<file path="config.mk">
export PLATFORM = sky130hd
export DESIGN_NAME = burst_bus_control
export DESIGN_NICKNAME = d
export VERILOG_FILES = /design/src/verilog/bb_fifo.v /design/src/verilog/burst_bus_control.v
export VERILOG_INCLUDE_DIRS = /design/src /design/src/verilog
export SDC_FILE = /design/constraint.sdc
export NUM_CORES = 1
export LEC_CHECK = 0
export BUFFER_PORTS_ARGS = -buffer_cell sky130_fd_sc_hd__buf_2
export CAP_MARGIN = 15
export CORE_ASPECT_RATIO = 1.2
export CORE_MARGIN = 2
export CORE_UTILIZATION = 60
export DETAILED_ROUTE_END_ITERATION = 8
export PLACE_DENSITY = 0.88
export REMOVE_ABC_BUFFERS = 1
export SYNTH_ARGS = -nofsm -noshare
export SYNTH_HDL_FRONTEND = slang
export SYNTH_SLANG_ARGS = --single-unit
</file>
<file path="constraint.sdc">
create_clock -name core_clk_i -period 7.8 [get_ports core_clk_i]
set_input_delay 0.39 -clock core_clk_i [delete_from_list [all_inputs] [get_ports core_clk_i]]
set_output_delay 0.39 -clock core_clk_i [all_outputs]
set_load 0.02 [all_outputs]
</file>
<file path="src/verilog/burst_bus_defines.vh">
// Shared constants for the burst bus control block.
`ifndef BURST_BUS_DEFINES_VH
`define BURST_BUS_DEFINES_VH
`define BB_DATA_W 16
`define BB_ADDR_W 32
`define BB_FIFO_DEPTH 8
`define BB_FIFO_AW 3
`define BB_BURST_W 2
`define BB_KIND_READ 2'h0
`define BB_KIND_WRITE 2'h1
`define BB_KIND_RMW 2'h2
`define BB_KIND_IACK 2'h3
`endif

</file>
<file path="src/verilog/bb_fifo.v">
// Small synchronous FIFO with valid/ready on both sides.
`timescale 1ns/1ps
`default_nettype none
module bb_fifo #(
  parameter WIDTH = 16,
  parameter DEPTH = 8,
  parameter AW = 3
) (
  input wire core_clk_i,
  input wire rstn_i,
  input wire ce_i,
  input wire [WIDTH-1:0] in_data_i,
  input wire in_valid_i,
  output wire in_ready_o,
  output reg [WIDTH-1:0] out_data_o,
  output reg out_valid_o,
  input wire out_ready_i
);
  reg [WIDTH-1:0] mem_q [0:DEPTH-1];
  reg [AW-1:0] wr_q;
  reg [AW-1:0] rd_q;
  reg [AW:0] cnt_q;
  wire push;
  wire pop;
  wire load;
  wire [AW:0] fill;
  // The output register is one of the DEPTH slots, so the FIFO never holds more than DEPTH words.
  assign fill = cnt_q + {{AW{1'b0}}, out_valid_o};
  assign in_ready_o = (fill != DEPTH);
  assign push = in_valid_i && in_ready_o;
  // The output register counts as storage, so memory is refilled into it when it drains.
  assign load = (cnt_q != 0) && (!out_valid_o || out_ready_i);
  assign pop = load;
  always @(posedge core_clk_i) begin
    if (!rstn_i) begin
      wr_q <= {AW{1'b0}};
      rd_q <= {AW{1'b0}};
      cnt_q <= {(AW+1){1'b0}};
      out_valid_o <= 1'b0;
      out_data_o <= {WIDTH{1'b0}};
    end else if (ce_i) begin
      if (push) begin
        mem_q[wr_q] <= in_data_i;
        wr_q <= wr_q + 1'b1;
      end
      if (pop) begin
        out_data_o <= mem_q[rd_q];
        rd_q <= rd_q + 1'b1;
        out_valid_o <= 1'b1;
      end else if (out_ready_i) begin
        out_valid_o <= 1'b0;
      end
      if (push && !pop) begin
        cnt_q <= cnt_q + 1'b1;
      end else if (pop && !push) begin
        cnt_q <= cnt_q - 1'b1;
      end
    end
  end
endmodule // bb_fifo
`default_nettype wire

</file>
<file path="src/verilog/burst_bus_control.v">
// Bus state sequencer and control-signal generator for the burst bus.
`timescale 1ns/1ps
`default_nettype none
`include "burst_bus_defines.vh"
// Contract
// - Write/read indicator set in address state, held through all data states.
// - Data-window strobe asserted during data states.
// - Own drivers released before the data-window strobe asserts; the code releases them on the same edge that asserts the strobe.
// - Data-window strobe deasserts only after read data captured.
// - Data-window strobe high during reset.
// - Direction low for reads and acknowledges, high for writes and reset.
// - Direction never changes while data-window strobe asserted.
// - No ready in a data state inserts wait states until ready.
// - Bus-lock is shared open-drain active low.
// - Read-modify-write waits while another agent holds bus-lock.
// - Free lock is asserted in read address state of read-modify-write.
// - Lock released in address state of the completing write.
// - Lock also asserted during interrupt-acknowledge transactions.
// - Lock low at reset end floats all outputs until next reset.
// - Address strobe asserted in address state, deasserted in data state.
// - Burst-final low in last data state including its waits; in multi-beat bursts the code lowers it one cycle after that state begins.
module burst_bus_control (
  input wire core_clk_i,
  input wire rstn_i,
  input wire ce_i,
  input wire req_valid_i,
  output reg req_ready_o,
  input wire [1:0] req_kind_i,
  input wire [31:0] req_addr_i,
  input wire [1:0] req_beats_i,
  input wire [15:0] wr_data_i,
  input wire wr_valid_i,
  output wire wr_ready_o,
  output reg [15:0] rd_data_o,
  output reg rd_valid_o,
  input wire rd_ready_i,
  output reg busy_o,
  output reg [15:0] ad_o,
  output reg ad_oe_o,
  input wire [15:0] ad_i,
  output reg [31:16] addr_hi_o,
  output reg addr_hi_oe_o,
  output reg write_read_o,
  output reg address_strobe_n_o,
  output reg data_window_strobe_n_o,
  output reg transceiver_direction_o,
  output reg burst_final_n_o,
  output reg ctl_oe_o,
  input wire ready_n_i,
  input wire lock_n_i,
  output reg lock_n_o,
  output reg lock_oe_o,
  output reg float_all_mode_o
);
  // ****************************************
  // States
  // ****************************************
  localparam ST_IDLE = 3'h0;
  localparam ST_LOCKWAIT = 3'h1;
  localparam ST_ADDR = 3'h2;
  localparam ST_DATA = 3'h3;
  localparam ST_RECOV = 3'h4;
  localparam ST_FLOAT = 3'h5;
  // ****************************************
  // Pin synchronisers
  // ****************************************
  reg [2:0] rdy_sync_q;
  reg [2:0] lock_sync_q;
  reg ready_q;
  reg lock_low_q;
  reg [15:0] ad_s1_q;
  reg [15:0] ad_s2_q;
  // Ready and lock pass three flops; a change counts only when stages two and three agree.
  always @(posedge core_clk_i) begin
    if (!rstn_i) begin
      rdy_sync_q <= 3'h7;
      // The lock synchroniser keeps sampling in reset so its last stage holds the strap.
      lock_sync_q <= {lock_sync_q[1:0], lock_n_i};
      ready_q <= 1'b0;
      lock_low_q <= 1'b0;
      ad_s1_q <= 16'h0000;
      ad_s2_q <= 16'h0000;
    end else if (ce_i) begin
      rdy_sync_q <= {rdy_sync_q[1:0], ready_n_i};
      lock_sync_q <= {lock_sync_q[1:0], lock_n_i};
      ad_s1_q <= ad_i;
      ad_s2_q <= ad_s1_q;
      if (rdy_sync_q[1] == rdy_sync_q[2]) begin
        ready_q <= !rdy_sync_q[2];
      end
      if (lock_sync_q[1] == lock_sync_q[2]) begin
        lock_low_q <= !lock_sync_q[2];
      end
    end
  end
  // ****************************************
  // Write data FIFO
  // ****************************************
  wire [15:0] wf_data;
  wire wf_valid;
  reg wf_take;
  bb_fifo #(
    .WIDTH(`BB_DATA_W),
    .DEPTH(`BB_FIFO_DEPTH),
    .AW(`BB_FIFO_AW)
  ) u_wr_fifo (
    .core_clk_i(core_clk_i),
    .rstn_i(rstn_i),
    .ce_i(ce_i),
    .in_data_i(wr_data_i),
    .in_valid_i(wr_valid_i),
    .in_ready_o(wr_ready_o),
    .out_data_o(wf_data),
    .out_valid_o(wf_valid),
    .out_ready_i(wf_take)
  );
  function is_write;
    input [1:0] kind;
    input rmw_wr;
    begin
      is_write = (kind == `BB_KIND_WRITE) || ((kind == `BB_KIND_RMW) && rmw_wr);
    end
  endfunction
  // ****************************************
  // Sequencer
  // ****************************************
  reg [2:0] st_q;
  reg [1:0] kind_q;
  reg [31:0] addr_q;
  reg [1:0] beats_q;
  reg [1:0] beat_q;
  reg rmw_wr_q;
  reg strap_seen_q;
  reg rdy_used_q;
  wire rdy_hit;
  wire cur_wr;
  wire last_beat;
  // A write beat cannot start without data, so a lagging source stalls the bus.
  wire data_ok;
  assign cur_wr = is_write(kind_q, rmw_wr_q);
  assign last_beat = (beat_q == beats_q);
  assign data_ok = !cur_wr || wf_valid;
  // The filtered ready stands at least two cycles, so each assertion completes one beat only.
  assign rdy_hit = ready_q && !rdy_used_q;
  always @* begin
    wf_take = 1'b0;
    if (st_q == ST_DATA && cur_wr && rdy_hit && wf_valid && address_strobe_n_o) begin
      wf_take = 1'b1;
    end
  end
  always @(posedge core_clk_i) begin
    if (!rstn_i) begin
      st_q <= ST_IDLE;
      kind_q <= `BB_KIND_READ;
      addr_q <= 32'h0000_0000;
      beats_q <= 2'h0;
      beat_q <= 2'h0;
      rmw_wr_q <= 1'b0;
      strap_seen_q <= 1'b0;
      rdy_used_q <= 1'b0;
      req_ready_o <= 1'b0;
      rd_data_o <= 16'h0000;
      rd_valid_o <= 1'b0;
      busy_o <= 1'b0;
      ad_o <= 16'h0000;
      ad_oe_o <= 1'b0;
      addr_hi_o <= 16'h0000;
      addr_hi_oe_o <= 1'b0;
      write_read_o <= 1'b0;
      address_strobe_n_o <= 1'b1;
      data_window_strobe_n_o <= 1'b1;
      transceiver_direction_o <= 1'b1;
      burst_final_n_o <= 1'b1;
      ctl_oe_o <= 1'b1;
      lock_n_o <= 1'b1;
      lock_oe_o <= 1'b0;
      float_all_mode_o <= 1'b0;
    end else if (ce_i) begin
      req_ready_o <= 1'b0;
      if (!ready_q) begin
        rdy_used_q <= 1'b0;
      end
      if (rd_valid_o && rd_ready_i) begin
        rd_valid_o <= 1'b0;
      end
      if (!strap_seen_q) begin
        // Strap is taken on the first clock after reset release from the last lock stage.
        strap_seen_q <= 1'b1;
        if (!lock_sync_q[2]) begin
          st_q <= ST_FLOAT;
          float_all_mode_o <= 1'b1;
          ctl_oe_o <= 1'b0;
        end
      end else begin
        case (st_q)
          ST_IDLE: begin
            busy_o <= 1'b0;
            if (req_valid_i && !req_ready_o) begin
              req_ready_o <= 1'b1;
              kind_q <= req_kind_i;
              addr_q <= req_addr_i;
              beats_q <= (req_kind_i == `BB_KIND_RMW) ? 2'h0 : req_beats_i;
              beat_q <= 2'h0;
              rmw_wr_q <= 1'b0;
              busy_o <= 1'b1;
              st_q <= (req_kind_i == `BB_KIND_RMW) ? ST_LOCKWAIT : ST_ADDR;
            end
          end
          ST_LOCKWAIT: begin
            if (!lock_low_q) begin
              st_q <= ST_ADDR;
            end
          end
          ST_ADDR: begin
            if (data_ok) begin
              address_strobe_n_o <= 1'b0;
              write_read_o <= cur_wr;
              transceiver_direction_o <= cur_wr;
              addr_hi_o <= addr_q[31:16];
              addr_hi_oe_o <= 1'b1;
              ad_o <= addr_q[15:0];
              ad_oe_o <= 1'b1;
              if (kind_q == `BB_KIND_IACK || (kind_q == `BB_KIND_RMW && !rmw_wr_q)) begin
                lock_n_o <= 1'b0;
                lock_oe_o <= 1'b1;
              end else if (kind_q == `BB_KIND_RMW) begin
                lock_n_o <= 1'b1;
                lock_oe_o <= 1'b0;
              end
              st_q <= ST_DATA;
            end
          end
          ST_DATA: begin
            address_strobe_n_o <= 1'b1;
            data_window_strobe_n_o <= 1'b0;
            burst_final_n_o <= !last_beat;
            // Reads release the bus here, on the same edge that asserts the data-window strobe and lets external drivers start.
            ad_oe_o <= cur_wr;
            if (cur_wr) begin
              ad_o <= wf_data;
            end
            if (!address_strobe_n_o) begin
              // First data cycle only presents data; the ready sample follows.
            end else if (rdy_hit && data_ok) begin
              rdy_used_q <= 1'b1;
              if (!cur_wr) begin
                rd_data_o <= ad_s2_q;
                rd_valid_o <= 1'b1;
              end
              addr_q[3:1] <= addr_q[3:1] + 3'h1;
              if (last_beat) begin
                data_window_strobe_n_o <= 1'b1;
                burst_final_n_o <= 1'b1;
                st_q <= ST_RECOV;
              end else begin
                beat_q <= beat_q + 2'h1;
              end
            end
          end
          ST_RECOV: begin
            ad_oe_o <= 1'b0;
            if (kind_q == `BB_KIND_IACK) begin
              lock_n_o <= 1'b1;
              lock_oe_o <= 1'b0;
            end
            if (kind_q == `BB_KIND_RMW && !rmw_wr_q) begin
              rmw_wr_q <= 1'b1;
              beat_q <= 2'h0;
              st_q <= ST_ADDR;
            end else begin
              // Direction returns high here, with the data-window strobe already high.
              transceiver_direction_o <= 1'b1;
              addr_hi_oe_o <= 1'b0;
              st_q <= ST_IDLE;
            end
          end
          ST_FLOAT: begin
            ad_oe_o <= 1'b0;
            addr_hi_oe_o <= 1'b0;
            lock_oe_o <= 1'b0;
            ctl_oe_o <= 1'b0;
          end
          default: begin
            st_q <= ST_IDLE;
          end
        endcase
      end
    end
  end
  // Lock is driven only low; the pull-up supplies the high level.
endmodule // burst_bus_control
`default_nettype wire

</file>
==> results of run 1 <==
-- area by class of cell --
cell class	instances	area share [%]
multi-input cells	620	30.4
inverters	9	0.268
repair buffers	155	6.04
clock buffers	42	5.89
flip-flops and latches	301	54.1
well taps	261	2.41
diodes	2	0.0369
clock inverters	10	0.849
-- report_power, final --
part / internal (mW) / switching (mW) / leakage [nW] / total [mW]
clock network: 0.775 / 0.555 / 0.444 / 1.33
logic: 0.244 / 0.269 / 1.89 / 0.513
registers: 1.72 / 0.0748 / 2.57 / 1.80
total: 2.74 / 0.899 / 4.90 / 3.64
-- how the worst min path moves through the flow --
stage,startpoint,slack [ns],cells after the start,endpoint
after floorplan,lock_sync_q[0],0.40,0,lock_sync_q[1]
after global placement,lock_sync_q[0],0.42,0,lock_sync_q[1]
after detailed placement,lock_sync_q[0],0.41,0,lock_sync_q[1]
after CTS,lock_n_i,0.001,1,lock_sync_q[0]
after global routing,lock_n_i,0.0002,1,lock_sync_q[0]
final,lock_n_i,0.03,1,lock_sync_q[0]
-- worst max-delay path, cell delays in order, from the launching register on --
cell                       delay (ns)
sky130_fd_sc_hd__dfxtp_1         0.73
sky130_fd_sc_hd__nand3b_1        0.83
sky130_fd_sc_hd__a211o_1         0.61
sky130_fd_sc_hd__nand2_1         0.10
sky130_fd_sc_hd__nand2_1         0.06
sky130_fd_sc_hd__ha_1            0.18
sky130_fd_sc_hd__inv_1           0.16
sky130_fd_sc_hd__ha_1            0.26
sky130_fd_sc_hd__a21o_1          0.17
sky130_fd_sc_hd__a21oi_1         0.17
sky130_fd_sc_hd__xnor2_1         0.13
sky130_fd_sc_hd__nand2_1         0.09
sky130_fd_sc_hd__mux2i_1         0.14
-- Yosys cell counts, types with 2 or more instances --
library cell               number  share of area [%]
sky130_fd_sc_hd__o31a_1         3               0.22
sky130_fd_sc_hd__mux4_2        32                6.1
sky130_fd_sc_hd__o21a_1         5               0.32
sky130_fd_sc_hd__o311ai_0       2               0.15
sky130_fd_sc_hd__a21oi_1       83                3.5
sky130_fd_sc_hd__o31ai_1        5               0.32
sky130_fd_sc_hd__and2_1         4               0.21
sky130_fd_sc_hd__and3_1         3               0.16
sky130_fd_sc_hd__nor3_1         6               0.26
sky130_fd_sc_hd__nand2_1      191                6.1
sky130_fd_sc_hd__inv_1          9               0.29
sky130_fd_sc_hd__nor4_1         6               0.32
sky130_fd_sc_hd__or4_1          3               0.19
sky130_fd_sc_hd__o21ai_0       11               0.47
sky130_fd_sc_hd__nand3_1       15               0.64
sky130_fd_sc_hd__dfxtp_1      170                 29
sky130_fd_sc_hd__or3_1          2               0.11
sky130_fd_sc_hd__mux2i_1       56                4.8
sky130_fd_sc_hd__buf_2         15               0.64
sky130_fd_sc_hd__nor2_1        93                3.0
sky130_fd_sc_hd__nor2b_1        2               0.11
sky130_fd_sc_hd__xnor2_1        5               0.37
sky130_fd_sc_hd__edfxtp_1     131                 34
sky130_fd_sc_hd__xor2_1         5               0.37
sky130_fd_sc_hd__ha_1           8               0.85
sky130_fd_sc_hd__a21o_1         3               0.19
sky130_fd_sc_hd__a31oi_1        3               0.16
sky130_fd_sc_hd__a211oi_1      20                1.3
sky130_fd_sc_hd__nand3b_1       4               0.26
sky130_fd_sc_hd__buf_1          4               0.13
sky130_fd_sc_hd__nand2b_1       6               0.32
sky130_fd_sc_hd__a311oi_1      16                1.2
sky130_fd_sc_hd__nor3b_1        4               0.26
sky130_fd_sc_hd__clkbuf_1      52                1.7
-- routing by layer --
layer / vias up / track usage [%]
li1: 3817 / -
met1: 3894 / 29.8
met2: 298 / 44.0
met3: 50 / 3.70
met4: 0 / 7.61
met5: - / 0
-- state kept, by name (all words and copies together), names as in the netlist, 2 cells and up --
signal	cells
addr_q	32
u_wr_fifo.mem_q	128
rd_data_o	16
addr_hi_o	16
u_wr_fifo.cnt_q	4
ad_s1_q	16
u_wr_fifo.rd_q	3
rdy_sync_q	3
beats_q	2
ad_s2_q	16
st_q	3
kind_q	2
ad_o	16
u_wr_fifo.out_data_o	16
beat_q	2
u_wr_fifo.wr_q	3
lock_sync_q	3
-- per-stage QoR --
stage,cells,util [%],hold slack (ns)
2_1_floorplan,930,-,0.400
3_3_place_gp,1345,65.3,0.419
3_5_place_dp,1345,65.3,0.412
4_1_cts,1397,70.0,0.00137
5_1_grt,1398,70.1,0.000187
6_report,1400,70.1,0.0285
-- cells by family (layout without fill, tap and decap cells) --
logic type	count (synthesis)	count (layout)	share of synthesized area, %
fa+ha+maj	9	9	1.02
mux	88	88	10.9
simple gates	348	348	12.7
buf+inv	81	216	2.78
compound gates	165	165	9.23
xor+xnor	10	10	0.747
other cells	0	2	0
flops	301	301	62.6
-- cells in the final DEF, fill, tap and decap left out, drive strengths merged, types with 7 or more instances in the layout --
| cell | synthesis | routed |
|---|---|---|
| o21ai | 11 | 11 |
| mux4 | 32 | 32 |
| clkbuf | 52 | 42 |
| nand2b | 7 | 7 |
| a311oi | 17 | 17 |
| inv | 9 | 9 |
| mux2i | 56 | 56 |
| nand2 | 191 | 191 |
| nand3 | 15 | 15 |
| a211oi | 20 | 20 |
| dfxtp | 170 | 170 |
| ha | 8 | 8 |
| nor2 | 93 | 93 |
| a21oi | 84 | 84 |
| edfxtp | 131 | 131 |
| buf | 20 | 155 |
==> impl_metrics.yaml, run 1 <==
clocking:
  clock_latency_ns: 0.54
  cts.root.buffer_cell: "sky130_fd_sc_hd__clkbuf_16"
  clk_path_buf_depth: 3
  cts_tree: "yes"
  post_cts_resize_count: 0
  cts_max_level: 1
  cts_made_buffers: 28
  postCtsHoldBufs: 0
  clock-sinks: 301
  post-cts-setup-buffers: 0
  clk_transition_reported_paths_ns: 0.06
cells_and_area:
  layout.area.seq_um2: 7340
  multiInputGateArea_um2: 4120
  postLayoutCellArea_um2: 13600
  final_layout_size_suffix_gt1_share_pct: 22.0
  final_nets: 1200
  area_growth_syn_to_layout_pct: 15.6
  fillerInstances: 1354
global_routing:
  grt_remaining_overflow: 0
  grt_pass1_wl_um: 40300
  global_route.usage.total_pct: 24.2
  grt_pass1_vias: 7854
  antenna_violations_before_repair: 1
  grt_start_max_net_pins: 104
die:
  num_io_pins: 139
  chipHeight_um: 157
  start_util_pct: 60.6
  fp.dieArea_um2: 20700
  std_cell_rows: 56
  die_width_um: 132
  placeableCoreArea_um2: 19300
sta:
  timing.final.max_slew_violations: 0
  max-slew-margin-rel_pct: 19.3
  hold_viol: 0
  worst_margin_pin_slew_ns: 1.21
  layout_min_cycle_time_ns: 3.74
  grt_setup_unrepaired: "false"
  final_skew_ns: 0.0138
  final.period_utilization_pct: 48.0
  finalWorstSetupSlack_ns: 4.06
  fmax_mhz: 267
  fin_tns_setup_ns: 0
  timing.final.setup_violations: 0
routing:
  vias: 8059
  routed_length_on_met1_um: 10000
  met2_wirelength_um: 12900
  detail_route.first_pass.iterations: 5
  detailroute.wirelength.met3_um: 1620
  wire_per_inst_um: 18.0
  top_layer: "met4"
  dr.first_iter.drc_count: 558
  detail_route.vias_per_cell: 5.76
  drc_errors: 0
  antenna_left: 0
  detail_route.wirelength_um: 25200
placement:
  place_congestion: 0.852
  port-buffer-count: 138
  dp.final_hpwl_um: 15600
  place_ws_ns: 4.10
  placed_cell_area_um2: 12600
yosys:
  ys.flop_type: "sky130_fd_sc_hd__dfxtp_1"
  synth.lib_cells_used.distinct: 59
  ys_ff_latch: 301
  synthesized_instance_count: 1002
  synth_edf_count: 131
  seq_area_frac_synth_pct: 62.6
  asyncSetResetFlopFracSynth_pct: 0
  yosys_warnings: 0
  syn_area_per_cell_um2: 11.7
  synth_area_um2: 11700
pwr:
  fin_total_pwr_mw: 3.64
  total_leakage_power_nw: 4.90
  power_per_cell_area_nw_per_um2: 269
  max-vdd-ir-drop_mv: 0.220
hold_path:
  hold_path_class: "input pin to register"
setup_path:
  r2r_slack_ns: 4.06
  path_max_fanout: 24
  arrival_ns: 4.17
  r2r-start: "st_q[0]"
  worst_setup_path_end_kind: "register"
  timing.critical_path.required_ns: 8.23
  setup.worst_path.start_class: "register"
  crit_path_start: "st_q[0]"
  r2r_path_end: "u_wr_fifo.cnt_q[3]"
  crit_path_kind: "register to register"
  r2r_cells: 12
  critical_path.endpoint: "u_wr_fifo.cnt_q[3]"
flow_run:
  cap_viol_max_count: 0
outcome:
  status: "finished, final reports clean"
Power figures use the tool's default switching activity.
==> run 2, diff against run 1 <==
Settings changed: CORE_UTILIZATION 60 to 52, PLACE_DENSITY 0.88 to 0.81.
Clock period 7.8 ns to 3.2 ns, I/O delays scaled along.
==> impl_metrics.yaml, run 2 (synthesis results as in run 1) <==
sta:
  timing.final.setup_violations: 0
  fmax_mhz: 340
  hold_viol: 0
  layout_min_cycle_time_ns: 2.94
  max-slew-margin-rel_pct: 52.6
  fin_tns_setup_ns: 0
  grt_setup_unrepaired: "false"
  worst_margin_pin_slew_ns: 0.708
  timing.final.max_slew_violations: 0
  final.period_utilization_pct: 91.8
  final_skew_ns: 0.0132
pwr:
  power_report.internal_total_mw: 6.83
  seq_power_share_pct: 47.6
  total_leakage_power_nw: 5.29
  pwr-share-clk_pct: 37.3
  power_per_cell_area_nw_per_um2: 631
  max-vdd-ir-drop_mv: 0.412
  p_comb_share_pct: 15.1
  p_sw_mw: 2.30
  switching_share_pct: 25.2
die:
  chipHeight_um: 169
  die_width_um: 141
  start_util_pct: 52.6
  num_io_pins: 139
  placeableCoreArea_um2: 22300
  std_cell_rows: 60
  fp.dieArea_um2: 23800
hold_path:
  worstHoldPathCells: 2
  whs_endpoint: "ctl_oe_o"
  hold_path_class: "input pin to register"
  worstHoldStart: "rstn_i"
global_routing:
  global_route.usage.total_pct: 21.8
  grt_pass1_vias: 8344
  grt_pass1_wl_um: 42300
  grt_start_max_net_pins: 102
  grt_remaining_overflow: 0
  antenna_violations_before_repair: 0
setup_path:
  worst_path_dominant_cell_family: "adder cells"
  arrival_ns: 3.39
  critical-path-max-stage-delay_ns: 0.41
  r2r-start: "u_wr_fifo.cnt_q[0]"
  standard_cell_with_the_maximum_stage_delay_on_the_critical_path: "sky130_fd_sc_hd__or3_1"
  r2r_path_end: "u_wr_fifo.cnt_q[3]"
  setup.worst_path.start_class: "register"
  worstSetupPathDepth: 12
  crit_path_kind: "register to register"
  path_max_fanout: 5
  critical_path.cell_chain: "ha_1 -> ha_1 -> or3_1 -> o21a_1 -> ha_1 -> inv_1 -> ha_1 -> a21o_1 -> a21oi_1 -> xnor2_1 -> nand2_1 -> mux2i_1"
  crit_top_cell: "sky130_fd_sc_hd__ha_1"
  worst_setup_path_end_kind: "register"
  r2r_cells: 12
  r2r_slack_ns: 0.26
  timing.critical_path.required_ns: 3.65
  worstPathBufferInverterCount: 1
cells_and_area:
  final_nets: 1283
  final_layout_size_suffix_gt1_share_pct: 21.7
  number_of_flip_flops_in_the_largest_register: 128
  reg.largest.list: "u_wr_fifo.mem_q: 128 flops, addr_q: 32 flops"
  final_cell_mix: "sky130_fd_sc_hd__nand2_1 (191), sky130_fd_sc_hd__dfxtp_1 (169), sky130_fd_sc_hd__buf_2 (138)"
  antennaDiodeCount: 0
  registers.top_by_ff_count: "u_wr_fifo.mem_q"
  layout_commonest_cell: "sky130_fd_sc_hd__nand2_1"
  finalCoreUtilization_pct: 64.9
  fillerInstances: 1594
  area_growth_syn_to_layout_pct: 23.3
clocking:
  cts_made_buffers: 29
  clk_transition_reported_paths_ns: 0.07
  postCtsHoldBufs: 72
  post-cts-setup-buffers: 0
  clk_path_buf_depth: 3
  cts_tree: "yes"
  post_cts_resize_count: 0
  clock-sinks: 301
  cts.root.buffer_cell: "sky130_fd_sc_hd__clkbuf_16"
  cts_max_level: 1
  clock_latency_ns: 0.55
routing:
  drc_errors: 0
  antenna_left: 0
  detail_route.first_pass.iterations: 5
  wire_per_inst_um: 17.7
  detail_route.vias_per_cell: 5.59
  dr.first_iter.drc_count: 570
  detail_route.wirelength_um: 26500
  vias: 8390
placement:
  place_congestion: 0.827
  port-buffer-count: 138
  dp.final_hpwl_um: 15800
flow_run:
  cap_viol_max_count: 0
outcome:
  status: "finished, final reports clean"
-- run 2: cell types whose count changed in the layout (fill, tap and decap cells not counted), moves of 3 or more --
cell / change
sky130_fd_sc_hd__dlygate4sd3_1: +72
sky130_fd_sc_hd__buf_4: +7
sky130_fd_sc_hd__clkbuf_1: -6
sky130_fd_sc_hd__buf_12: +3
sky130_fd_sc_hd__clkbuf_2: -3
-- run 2: metal layers --
metal / share of wire (%) / global-route usage [%] / vias up
li1: - / - / 3980
met1: 41 / 27.4 / 4071
met2: 50 / 38.5 / 276
met3: 6.0 / 3.88 / 63
met4: 2.8 / 6.91 / 0
met5: 0 / 0 / -
-- run 2: area by class of cell --
type	count	area, µm²	area share (%)
multi-input cells	620	4120	28.5
repair buffers	237	1650	11.4
well taps	279	349	2.41
clock buffers	34	786	5.43
inverters	9	36.3	0.251
flip-flops and latches	301	7340	50.7
clock inverters	20	186	1.29
-- run 2: how the worst max path moves through the flow --
stage,start,endpoint
finish,u_wr_fifo.cnt_q[0],u_wr_fifo.cnt_q[3]
global route,u_wr_fifo.cnt_q[0],u_wr_fifo.cnt_q[3]
CTS,u_wr_fifo.cnt_q[0],u_wr_fifo.cnt_q[3]
detailed placement,u_wr_fifo.cnt_q[0],u_wr_fifo.cnt_q[3]
global placement,u_wr_fifo.cnt_q[0],u_wr_fifo.cnt_q[3]
floorplan,u_wr_fifo.out_valid_o,u_wr_fifo.mem_q[1][0]
-- run 2: worst register-to-register path, stage by stage, from the launching register on --
cell                      delay [ns]
sky130_fd_sc_hd__dfxtp_1        0.37
sky130_fd_sc_hd__ha_1           0.24
sky130_fd_sc_hd__ha_1           0.29
sky130_fd_sc_hd__or3_1          0.41
sky130_fd_sc_hd__o21a_1         0.21
sky130_fd_sc_hd__ha_1           0.19
sky130_fd_sc_hd__inv_1          0.16
sky130_fd_sc_hd__ha_1           0.26
sky130_fd_sc_hd__a21o_1         0.18
sky130_fd_sc_hd__a21oi_1        0.18
sky130_fd_sc_hd__xnor2_1        0.14
sky130_fd_sc_hd__nand2_1        0.08
sky130_fd_sc_hd__mux2i_1        0.13
-- run 2: power groups by stage --
stage | clock [mW] | sequential, mW | combinational (mW)
detailed placement | 0 | 4.42 | 1.30
floorplan | 0 | 4.50 | 0.822
CTS | 3.45 | 4.34 | 1.38
global placement | 0 | 4.41 | 1.27
global route | 3.56 | 4.37 | 1.52
finish | 3.41 | 4.35 | 1.38
-- run 2: stage by stage --
stage | instance area, µm² | hold WS (ns) | power (mW) | setup slack, ns | instances
after floorplan | 11400 | 0.222 | 5.32 | -0.413 | 930
after global placement | 12800 | 0.339 | 5.68 | 0.355 | 1374
after detailed placement | 12800 | 0.339 | 5.73 | 0.288 | 1374
after CTS | 14500 | 0.0400 | 9.18 | 0.270 | 1500
after global routing | 14500 | 0.0745 | 9.45 | 0.0378 | 1500
final | 14500 | 0.0593 | 9.13 | 0.262 | 1500
==> run 3, diff against run 2 <==
Settings changed: CTS_BUF_LIST from default to sky130_fd_sc_hd__clkbuf_16.
==> impl_metrics.yaml, run 3 (synthesis results as in run 1) <==
outcome:
  status: "finished, final reports clean"
clocking:
  cts_tree: "yes"
  cts.root.buffer_cell: "sky130_fd_sc_hd__clkbuf_16"
  clock-sinks: 301
  clk_transition_reported_paths_ns: 0.07
  postCtsHoldBufs: 72
  post_cts_resize_count: 0
  cts_made_buffers: 29
  cts_max_level: 1
  clock_latency_ns: 0.56
  clk_path_buf_depth: 3
  post-cts-setup-buffers: 0
sta:
  fmax_mhz: 340
  timing.final.max_slew_violations: 0
  max-slew-margin-rel_pct: 53.4
  layout_min_cycle_time_ns: 2.94
  final_skew_ns: 0.0134
  grt_setup_unrepaired: "false"
  worst_margin_pin_slew_ns: 0.697
  hold_viol: 0
  timing.final.setup_violations: 0
  final.period_utilization_pct: 91.9
  fin_tns_setup_ns: 0
  fin_worst_hold_slack_ns: 0.0562
  finalWorstSetupSlack_ns: 0.260
cells_and_area:
  final_cell_mix: "sky130_fd_sc_hd__nand2_1 (191), sky130_fd_sc_hd__dfxtp_1 (169), sky130_fd_sc_hd__buf_2 (138)"
  area_growth_syn_to_layout_pct: 23.2
  final_layout_size_suffix_gt1_share_pct: 21.6
  reg.largest.list: "u_wr_fifo.mem_q: 128 flops, addr_q: 32 flops"
  final_cells: 1500
  final_nets: 1283
  number_of_flip_flops_in_the_largest_register: 128
  fillerInstances: 1596
  postLayoutCellArea_um2: 14400
  registers.top_by_ff_count: "u_wr_fifo.mem_q"
  layout_commonest_cell: "sky130_fd_sc_hd__nand2_1"
  antennaDiodeCount: 0
  finalCoreUtilization_pct: 64.8
setup_path:
  timing.critical_path.required_ns: 3.65
  worst_path_dominant_cell_family: "adder cells"
  crit_path_start: "u_wr_fifo.cnt_q[0]"
  critical-path-max-stage-delay_ns: 0.41
  setup.worst_path.start_class: "register"
  r2r_cells: 12
  worstPathBufferInverterCount: 1
  worstSetupPathDepth: 12
  standard_cell_with_the_maximum_stage_delay_on_the_critical_path: "sky130_fd_sc_hd__or3_1"
  critical_path.endpoint: "u_wr_fifo.cnt_q[3]"
  arrival_ns: 3.39
  worst_setup_path_end_kind: "register"
  crit_path_kind: "register to register"
  r2r_path_end: "u_wr_fifo.cnt_q[3]"
  r2r-start: "u_wr_fifo.cnt_q[0]"
  r2r_slack_ns: 0.26
  critical_path.cell_chain: "ha_1 -> ha_1 -> or3_1 -> o21a_1 -> ha_1 -> inv_1 -> ha_1 -> a21o_1 -> a21oi_1 -> xnor2_1 -> nand2_1 -> mux2i_1"
  crit_top_cell: "sky130_fd_sc_hd__ha_1"
  path_max_fanout: 5
global_routing:
  grt_pass1_wl_um: 42300
  antenna_violations_before_repair: 0
  global_route.usage.total_pct: 21.9
  grt_pass1_vias: 8319
  grt_remaining_overflow: 0
  grt_start_max_net_pins: 102
routing:
  antenna_left: 0
  vias: 8383
  wire_per_inst_um: 17.7
  dr.first_iter.drc_count: 520
  detail_route.vias_per_cell: 5.59
  detail_route.wirelength_um: 26500
  detail_route.first_pass.iterations: 5
  drc_errors: 0
die:
  fp.dieArea_um2: 23800
  num_io_pins: 139
  die_width_um: 141
  chipHeight_um: 169
  start_util_pct: 52.6
  std_cell_rows: 60
  placeableCoreArea_um2: 22300
pwr:
  max-vdd-ir-drop_mv: 0.411
  total_leakage_power_nw: 5.29
  fin_total_pwr_mw: 9.08
  power_per_cell_area_nw_per_um2: 628
hold_path:
  hold_path_class: "input pin to register"
placement:
  port-buffer-count: 138
  dpl.cell_count: 1374
  placed_cell_area_um2: 12800
  dp.final_hpwl_um: 15800
  place_congestion: 0.827
  place_ws_ns: 0.288
flow_run:
  cap_viol_max_count: 0
[run 3: where the power goes]
| part | internal, mW | total [mW] | switching, mW |
|---|---|---|---|
| sequential | 4.20 | 4.35 | 0.148 |
| clock | 1.88 | 3.35 | 1.47 |
| combinational | 0.692 | 1.38 | 0.686 |
| total | 6.77 | 9.08 | 2.30 |
[run 3: worst min path at each step]
| stage | start | endpoint | slack, ns | cells after the start |
|---|---|---|---|---|
| 2_1_floorplan | rstn_i | burst_final_n_o | 0.22 | 1 |
| 3_3_place_gp | lock_n_i | lock_sync_q[0] | 0.34 | 1 |
| 3_5_place_dp | lock_n_i | lock_sync_q[0] | 0.34 | 1 |
| 4_1_cts | rstn_i | burst_final_n_o | 0.04 | 2 |
| 5_1_grt | rstn_i | rdy_sync_q[1] | 0.07 | 2 |
| 6_report | rstn_i | burst_final_n_o | 0.06 | 2 |
[run 3: area by class of cell]
cell class,instances,area (µm²),area share (%)
clock inverter,24,201,1.39
clock buffer,30,751,5.20
multi-input combinational,620,4120,28.5
sequential,301,7340,50.8
inverter,9,36.3,0.251
tap,279,349,2.42
timing repair buffer,237,1650,11.4
[run 3: metal layers]
metal  share of wire (%)  track usage, %  vias up
li1                    -               -     3984
met1                  41            27.5     4052
met2                  50            38.6      281
met3                 6.0            3.71       66
met4                 2.7            6.83        0
met5                   0               0        -
